### config.mk
export PLATFORM = sky130hd
export DESIGN_NAME = dtec_timer_top
export DESIGN_NICKNAME = d
export VERILOG_FILES = /design/src/verilog/dtec_pkg.sv /design/src/verilog/dtec_timer_top.sv
export SDC_FILE = /design/constraint.sdc
export NUM_CORES = 1
export LEC_CHECK = 0
export BUFFER_PORTS_ARGS = -buffer_cell sky130_fd_sc_hd__buf_4
export CELL_PAD_IN_SITES_DETAIL_PLACEMENT = 1
export CELL_PAD_IN_SITES_GLOBAL_PLACEMENT = 1
export CORE_ASPECT_RATIO = 1.2
export CORE_MARGIN = 4
export CORE_UTILIZATION = 46
export DETAILED_ROUTE_END_ITERATION = 7
export PLACE_DENSITY_LB_ADDON = 0.3
export SKIP_CTS_REPAIR_TIMING = 1
export SYNTH_ARGS = -nofsm -noshare
export SYNTH_HDL_FRONTEND = slang
export SYNTH_SLANG_ARGS = --single-unit
### constraint.sdc
create_clock -name clk -period 3.9 [get_ports clk]
set_clock_uncertainty 0.05 [all_clocks]
set_input_delay 0.39 -clock clk [delete_from_list [all_inputs] [get_ports clk]]
set_output_delay 0.39 -clock clk [all_outputs]
set_load 0.02 [all_outputs]
### src/verilog/dtec_pkg.sv
`default_nettype none

package dtec_pkg;

    // ----------------------------------------------------------------
    // Register byte offsets on the Avalon-MM slave.
    // ----------------------------------------------------------------
    localparam logic [5:0] OFS_FIRST       = 6'h00;  // First count read, compare write.
    localparam logic [5:0] OFS_SECOND      = 6'h04;  // Second count read, compare write.
    localparam logic [5:0] OFS_FIRST_MODE  = 6'h08;  // First mode register.
    localparam logic [5:0] OFS_SECOND_MODE = 6'h0c;  // Second mode register.
    localparam logic [5:0] OFS_PORT_SEL    = 6'h10;  // Port select register.
    localparam logic [5:0] OFS_STATUS      = 6'h14;  // Sticky event flags, write one to clear.
    localparam logic [5:0] OFS_MASK        = 6'h18;  // Interrupt mask, same layout as status.
    localparam logic [5:0] OFS_FIRST_CAP   = 6'h1c;  // First capture data.
    localparam logic [5:0] OFS_SECOND_CAP  = 6'h20;  // Second capture data.

    // ----------------------------------------------------------------
    // Field positions.
    // ----------------------------------------------------------------
    localparam int FM_CLK_LSB  = 0;  // First clock select, three bits.
    localparam int FM_CAP_BIT  = 4;  // First capture enable.
    localparam int FM_RUN_BIT  = 7;  // First timer run.
    localparam int SM_CLK_LSB  = 0;  // Second clock select, two bits.
    localparam int SM_CAP_BIT  = 4;  // Second capture enable.
    localparam int SM_CHN_BIT  = 5;  // Chain enable.
    localparam int SM_PWE_BIT  = 6;  // Pulse width enable, stored only.
    localparam int SM_RUN_BIT  = 7;  // Second timer run.
    localparam int PS_EVT_BIT  = 3;  // Routes the event pin to the first timer.
    localparam int PS_PLS_BIT  = 4;  // Pulse pin select, stored only.
    localparam int ST_M0_BIT   = 0;  // First match flag.
    localparam int ST_M1_BIT   = 1;  // Second match flag.
    localparam int ST_C0_BIT   = 2;  // First capture flag.
    localparam int ST_C1_BIT   = 3;  // Second capture flag.

    // ----------------------------------------------------------------
    // Reset values and select codes.
    // ----------------------------------------------------------------
    localparam logic [7:0] DATA_RST    = 8'hff;  // Compare data is undefined to software.
    localparam logic [7:0] MODE_RST    = 8'h00;  // Timers stopped, plain 8-bit mode.
    localparam logic [3:0] MASK_RST    = 4'h0;   // All interrupts masked.
    localparam logic [2:0] SEL_EVENT   = 3'h7;   // First clock select for event counting.
    localparam logic [1:0] SEL_CHAIN   = 2'h3;   // Second clock select for chaining.

    // Avalon-MM request from the master.
    typedef struct packed {
        logic        read;        // Read request.
        logic        write;       // Write request.
        logic [5:0]  address;     // Byte address.
        logic [3:0]  byteenable;  // Byte lanes.
        logic [31:0] writedata;   // Write data.
    } dtec_avs_req_s;

    // Whole state of the block.
    typedef struct packed {
        logic        waitrequest;  // Avalon wait.
        logic [31:0] readdata;     // Avalon read data.
        logic        irq;          // Interrupt level.
        logic [10:0] pre;          // Free running prescaler.
        logic [7:0]  first_cnt;    // First count.
        logic [7:0]  second_cnt;   // Second count.
        logic [7:0]  first_cmp;    // First compare data.
        logic [7:0]  second_cmp;   // Second compare data.
        logic [7:0]  first_mode;   // First mode register.
        logic [7:0]  second_mode;  // Second mode register.
        logic [7:0]  psel;         // Port select register.
        logic [7:0]  first_cap;    // First capture data.
        logic [7:0]  second_cap;   // Second capture data.
        logic [3:0]  status;       // Sticky flags.
        logic [3:0]  mask;         // Interrupt mask.
        logic [1:0]  ev_sync;      // Event pin synchroniser.
        logic        ev_prev;      // Registered synchronised event level.
        logic [1:0]  c0_sync;      // First capture pin synchroniser.
        logic        c0_prev;      // Registered first capture level.
        logic [1:0]  c1_sync;      // Second capture pin synchroniser.
        logic        c1_prev;      // Registered second capture level.
    } dtec_state_s;

endpackage

`default_nettype wire

### src/verilog/dtec_timer_top.sv
`timescale 1ns/1ns
`default_nettype none

module dtec_timer_top
    import dtec_pkg::*;
(
    input  wire logic          clk,              // System clock, 20 MHz.
    input  wire logic          rst,              // Asynchronous reset, active high.
    input  wire dtec_avs_req_s avs_req,          // Avalon-MM request.
    output var  logic          avs_waitrequest,  // Avalon-MM wait.
    output var  logic [31:0]   avs_readdata,     // Avalon-MM read data.
    output var  logic          irq,              // Interrupt level.
    input  wire logic          event_input_pin,  // External event pin.
    input  wire logic          capture_pin_0,    // First capture input.
    input  wire logic          capture_pin_1     // Second capture input.
);

    // ----------------------------------------------------------------
    // State and helper terms.
    // ----------------------------------------------------------------
    dtec_state_s state_ff;    // Registered state.
    dtec_state_s nxt_state;   // Next state.
    logic        bus_req;     // Read or write pending.
    logic        bus_acc;     // Access completes at this edge.
    logic        ev_edge;     // One pulse per routed event rising edge.
    logic        c0_edge;     // First capture edge.
    logic        c1_edge;     // Second capture edge.
    logic        chained;     // 16-bit mode.
    logic [2:0]  first_sel;   // First clock select.
    logic [1:0]  second_sel;  // Second clock select.
    logic        first_tick;  // First count enable pulse.
    logic        second_tick; // Second count enable pulse.

    assign bus_req    = avs_req.read | avs_req.write;
    assign bus_acc    = bus_req & ~state_ff.waitrequest;
    assign first_sel  = state_ff.first_mode[FM_CLK_LSB +: 3];
    assign second_sel = state_ff.second_mode[SM_CLK_LSB +: 2];
    assign chained    = state_ff.second_mode[SM_CHN_BIT] & (second_sel == SEL_CHAIN);

    // Only the second synchroniser stage and its delayed copy are compared.
    assign ev_edge = state_ff.ev_sync[1] & ~state_ff.ev_prev & state_ff.psel[PS_EVT_BIT];
    assign c0_edge = state_ff.c0_sync[1] & ~state_ff.c0_prev;
    assign c1_edge = state_ff.c1_sync[1] & ~state_ff.c1_prev;

    // ----------------------------------------------------------------
    // Count enables from the shared prescaler.
    // ----------------------------------------------------------------
    // A divide by 2^k fires when the low k prescaler bits are all ones.
    always_comb begin
        case (first_sel)
            3'h0: first_tick = state_ff.pre[0];
            3'h1: first_tick = &state_ff.pre[1:0];
            3'h2: first_tick = &state_ff.pre[2:0];
            3'h3: first_tick = &state_ff.pre[4:0];
            3'h4: first_tick = &state_ff.pre[6:0];
            3'h5: first_tick = &state_ff.pre[8:0];
            3'h6: first_tick = &state_ff.pre[10:0];
            default: first_tick = ev_edge;
        endcase
        first_tick = first_tick & state_ff.first_mode[FM_RUN_BIT];
    end

    // The second timer has no event input; code 11 only serves chaining.
    always_comb begin
        case (second_sel)
            2'h0: second_tick = 1'b1;
            2'h1: second_tick = state_ff.pre[0];
            2'h2: second_tick = &state_ff.pre[2:0];
            default: second_tick = 1'b0;
        endcase
        second_tick = second_tick & state_ff.second_mode[SM_RUN_BIT] & ~chained;
    end

    // ----------------------------------------------------------------
    // Next state.
    // ----------------------------------------------------------------
    always_comb begin
        logic [3:0]  set_bits;  // Events raised this cycle.
        logic [3:0]  clr_bits;  // Bits software clears this cycle.
        logic [15:0] wide;      // Chained count.
        set_bits  = 4'h0;
        clr_bits  = 4'h0;
        wide      = {state_ff.second_cnt, state_ff.first_cnt};
        nxt_state = state_ff;
        nxt_state.pre     = state_ff.pre + 11'h001;
        nxt_state.ev_sync = {state_ff.ev_sync[0], event_input_pin};
        nxt_state.ev_prev = state_ff.ev_sync[1];
        nxt_state.c0_sync = {state_ff.c0_sync[0], capture_pin_0};
        nxt_state.c0_prev = state_ff.c0_sync[1];
        nxt_state.c1_sync = {state_ff.c1_sync[0], capture_pin_1};
        nxt_state.c1_prev = state_ff.c1_sync[1];

        // Counting. A match on a tick clears the count and raises the flag
        // together, so the interval covers zero through the data value.
        if (chained) begin
            if (first_tick) begin
                if (wide == {state_ff.second_cmp, state_ff.first_cmp}) begin
                    wide = 16'h0000;
                    set_bits[ST_M0_BIT] = 1'b1;
                end else begin
                    wide = wide + 16'h0001;
                end
            end
            nxt_state.first_cnt  = wide[7:0];
            nxt_state.second_cnt = wide[15:8];
        end else begin
            if (first_tick) begin
                if (state_ff.first_cnt == state_ff.first_cmp) begin
                    nxt_state.first_cnt = 8'h00;
                    set_bits[ST_M0_BIT] = 1'b1;
                end else begin
                    nxt_state.first_cnt = state_ff.first_cnt + 8'h01;
                end
            end
            if (second_tick) begin
                if (state_ff.second_cnt == state_ff.second_cmp) begin
                    nxt_state.second_cnt = 8'h00;
                    set_bits[ST_M1_BIT]  = 1'b1;
                end else begin
                    nxt_state.second_cnt = state_ff.second_cnt + 8'h01;
                end
            end
        end

        // Capture copies the count as it stood before this edge's tick.
        // In chained mode the first input captures the full sixteen bits.
        if (c0_edge && state_ff.first_mode[FM_CAP_BIT]) begin
            nxt_state.first_cap = state_ff.first_cnt;
            if (chained) begin
                nxt_state.second_cap = state_ff.second_cnt;
            end
            set_bits[ST_C0_BIT] = 1'b1;
        end
        if (c1_edge && state_ff.second_mode[SM_CAP_BIT] && !chained) begin
            nxt_state.second_cap = state_ff.second_cnt;
            set_bits[ST_C1_BIT]  = 1'b1;
        end

        // Avalon slave: one wait cycle, then the access completes.
        nxt_state.waitrequest = 1'b1;
        nxt_state.readdata    = 32'h0000_0000;
        if (bus_req && state_ff.waitrequest) begin
            nxt_state.waitrequest = 1'b0;
            case (avs_req.address)  // Unmapped addresses read zero.
                OFS_FIRST:       nxt_state.readdata[7:0] = state_ff.first_cnt;
                OFS_SECOND:      nxt_state.readdata[7:0] = state_ff.second_cnt;
                OFS_FIRST_MODE:  nxt_state.readdata[7:0] = state_ff.first_mode;
                OFS_SECOND_MODE: nxt_state.readdata[7:0] = state_ff.second_mode;
                OFS_PORT_SEL:    nxt_state.readdata[7:0] = state_ff.psel;
                OFS_STATUS:      nxt_state.readdata[3:0] = state_ff.status;
                OFS_MASK:        nxt_state.readdata[3:0] = state_ff.mask;
                OFS_FIRST_CAP:   nxt_state.readdata[7:0] = state_ff.first_cap;
                OFS_SECOND_CAP:  nxt_state.readdata[7:0] = state_ff.second_cap;
                default:         nxt_state.readdata = 32'h0000_0000;
            endcase
        end
        // Writes take effect at the edge where waitrequest is low; unmapped
        // addresses and writes without lane 0 are ignored.
        if (bus_acc && avs_req.write && avs_req.byteenable[0]) begin
            case (avs_req.address)
                OFS_FIRST:       nxt_state.first_cmp   = avs_req.writedata[7:0];
                OFS_SECOND:      nxt_state.second_cmp  = avs_req.writedata[7:0];
                OFS_FIRST_MODE:  nxt_state.first_mode  = avs_req.writedata[7:0];
                OFS_SECOND_MODE: nxt_state.second_mode = avs_req.writedata[7:0];
                OFS_PORT_SEL:    nxt_state.psel        = avs_req.writedata[7:0];
                OFS_STATUS:      clr_bits              = avs_req.writedata[3:0];
                OFS_MASK:        nxt_state.mask        = avs_req.writedata[3:0];
                default:         clr_bits              = 4'h0;
            endcase
        end

        // A flag raised in the same cycle as its clear stays set.
        nxt_state.status = (state_ff.status & ~clr_bits) | set_bits;
        nxt_state.irq    = |(nxt_state.status & nxt_state.mask);
    end

    // ----------------------------------------------------------------
    // State register.
    // ----------------------------------------------------------------
    always_ff @(posedge clk or posedge rst) begin
        if (rst) begin
            state_ff             <= '0;
            state_ff.waitrequest <= 1'b1;
            state_ff.first_cmp   <= DATA_RST;
            state_ff.second_cmp  <= DATA_RST;
            state_ff.first_mode  <= MODE_RST;
            state_ff.second_mode <= MODE_RST;
            state_ff.psel        <= MODE_RST;
            state_ff.mask        <= MASK_RST;
        end else begin
            state_ff <= nxt_state;
        end
    end

    assign avs_waitrequest = state_ff.waitrequest;
    assign avs_readdata    = state_ff.readdata;
    assign irq             = state_ff.irq;
endmodule // dtec_timer_top

`default_nettype wire
==> key figures <==
Hold path
  – Hold Crit Class: in2reg
  – Hold_sp: event_input_pin
  – WHS Path Cells: 1
  – Hold Path Sink: nxt_state[8]$_DFF_PP0_

Synth
  – Register area share after synthesis: 50.2%
  – Main flop type after synthesis: dfrtp_1
  – Synthesis Warnings: 0
  – EDFF count, synth: 0
  – Mapped Area: 0.00553 mm^2
  – Syn Area/Cell: 11.7 um^2
  – Register bit total from synthesis: 110
  – Synthesized instance count: 472
  – Synth cell types: 59
  – Fraction of registers with async set/reset: 100%

Worst setup path
  – Crit path kind: reg2reg
  – Crit path largest cell delay: 0.63 ns
  – Kind of end point of the critical path: flop
  – Reg2reg path depth: 10
  – Reg2reg start: state_ff[89]$_DFF_PP0_
  – Slowest-stage cell, CP: o31ai_4
  – Worst r2r dst: state_ff[74]$_DFFE_PP0P_
  – Nature of the critical path startpoint: flop
  – CP Cell Sequence: ha_1 > nand3_1 > nor3_1 > ha_1 > o211ai_1 > nand2_1 > a211oi_2 > o31ai_4 > a21bo_2 > a22o_1
  – Data required time of the critical path: 4.08 ns
  – CP Max Fanout: 16
  – Reg2reg setup slack: 1.04 ns
  – Most used cell, CP: ha_1
  – Crit path DAT: 3.04 ns

STA
  – Final setup fails: 0
  – Fmax achieved: 350 MHz
  – RSZ-0062 raised after global routing: no
  – Final hold slack: 0.0966 ns
  – Final Hold Vio Count: 0
  – Crit path time final: 2.86 ns
  – Slew headroom: 29.9%
  – Final Max Tran Viols: 0
  – Least-Margin Pin Slew: 1.05 ns
  – Tcrit/Tclk final: 73.3%
  – Setup TNS Final: 0 ns

Floorplan
  – Die Area: 0.0138 mm^2
  – Die W: 108 um
  – Row count: 43
  – Die height: 128 um
  – Initial Util: 47.3%
  – Top Ports: 83
  – Core Area: 0.0117 mm^2

Routing
  – Vias per cell: 5.86
  – Drt pass-1 iters: 5
  – Via Count: 3863
  – Initial DRC count: 255
  – Final WL: 14700 um
  – DRC viols: 0
  – Avg WL per Cell: 22.2 um
  – Remaining antenna violation count after routing: 0

Clock tree
  – H-tree level count: 3
  – Total CTS buffers: 9
  – Clk sinks: 110
  – Deepest clock path buffer count: 2
  – Clk root buf: clkbuf_16
  – Clk_lat worst skew: 0.35 ns
  – TritonCTS clock tree: done
  – CTS clk-pin slew, worst paths: 0.07 ns

GRT
  – Gr ovfl total: 0
  – First-pass GRT wire length: 23300 um
  – Vias in the first global route: 4143
  – Total GRT Usage: 22.3%
  – Initial antenna violation count: 0
  – Largest net degree at the start of global routing: 73

Final layout
  – Synthesis-to-finish area growth: 10.1%
  – # nets final: 552
  – Commonest non-fill, non-tap cells in the layout: dfrtp_1 (93), mux2_2 (53), buf_4 (39)
  – Share of layout cells above drive strength 1: 29.9%
  – Leading cell type in the layout, fill and taps excluded: dfrtp_1
  – Antenna Cells: 0
  – Fill cell count: 1242

Placement
  – GP Congestion: 0.870
  – Dpl hpwl: 10800 um
  – Port buffer count: 31

Power
  – P per Cell Area: 414 mW/mm^2
  – Cell leakage power: 2.66 nW
  – VDD IR max: 0.000208 V

Run status
  – Status: completed

Flow run
  – Maxcap violations: 0
[sequential cells by signal, summed over array words and instances, names as in the netlist]
register	count
state_ff	89
avs_readdata	8
nxt_state	6
first_sel	3
second_sel	2
avs_waitrequest	1
irq	1
[synth_stat cells, drive strengths merged (5+ instances only)]
cell type   n  area share (%)
dfrtp      93              42
mux2       53              11
buf        44             5.6
nand2      39             2.7
xnor2      21             3.3
nor2       20             1.4
o21ai      20             1.8
inv        18             1.2
a21oi      17             1.5
dfstp      17             8.1
nand3      16             1.4
mux4       12             4.9
nand4      12             1.4
o22ai       9             1.0
a22o        7             1.1
a31oi       6            0.68
ha          6             1.4
nor3        6            0.84
and3        5            0.57
[worst max-delay path, delay by kind of cell (launching register included)]
| family | cells | cell delay, ns |
|---|---|---|
| AO/OA/AOI/OAI | 5 | 1.26 |
| AND/OR/NAND/NOR | 3 | 0.53 |
| flip-flops | 1 | 0.46 |
| adder cells (fa/ha/maj) | 2 | 0.44 |
[layer usage]
metal | part of all wire [%] | vias up | GRT usage, %
met5 | 0 | - | 0
met4 | 4.5 | 0 | 11.4
met3 | 4.5 | 34 | 3.73
met2 | 51 | 123 | 37.7
met1 | 40 | 2006 | 27.5
li1 | - | 1700 | -
[cells by family (layout without fill, tap and decap cells)]
family                     count (synthesis)  after routing  share of synthesized area, %
muxes                                     66             66                          15.9
and+or+nand+nor                          116            116                          11.1
buffers and inverters                     66             73                          7.06
xor gates and xnor gates                  22             22                          3.49
DFF                                      110            110                          50.2
AOI/OAI and AO/OA                         85             85                          10.8
other                                      1             24                        0.0678
adders and majority gates                  6              6                          1.36
[stage by stage]
| step | instance area [um^2] | util (%) | power (mW) | cells | setup WS (ns) |
|---|---|---|---|---|---|
| after floorplan | 5610 | - | 1.49 | 495 | 0.586 |
| after global placement | 5780 | 49.5 | 1.58 | 643 | 1.12 |
| after detailed placement | 5780 | 49.5 | 1.60 | 643 | 1.04 |
| after CTS | 6090 | 52.1 | 2.54 | 659 | 1.02 |
| after global routing | 6090 | 52.1 | 2.63 | 659 | 0.788 |
| final | 6090 | 52.1 | 2.52 | 659 | 1.04 |
[area by class of cell]
class / count / area [um^2] / area share [%]
clock buffers: 13 / 260 / 4.28
repair buffers: 39 / 293 / 4.81
inverters: 18 / 70.1 / 1.15
flip-flops and latches: 110 / 2770 / 45.6
multi-input cells: 319 / 2450 / 40.3
well taps: 157 / 196 / 3.23
clock inverters: 3 / 42.5 / 0.699
[power by group]
part           leakage (nW)  internal, mW  total (mW)  switching [mW]
combinational          1.09         0.125       0.361           0.236
clock                 0.146         0.533       0.935           0.402
sequential             1.42          1.19        1.23          0.0335
total                  2.66          1.85        2.52           0.671
[how the worst max path moves through the flow]
stage,startpoint,end,cells past startpoint
finish,state_ff[89]$_DFF_PP0_,state_ff[74]$_DFFE_PP0P_,10
global route,state_ff[89]$_DFF_PP0_,state_ff[74]$_DFFE_PP0P_,10
CTS,state_ff[89]$_DFF_PP0_,state_ff[74]$_DFFE_PP0P_,10
detailed placement,state_ff[89]$_DFF_PP0_,state_ff[88]$_DFFE_PP0P_,10
floorplan,rst,avs_readdata[0]$_DFF_PP0_,1
global placement,state_ff[89]$_DFF_PP0_,state_ff[88]$_DFFE_PP0P_,10
No activity file was read; power rests on OpenSTA's default activity.
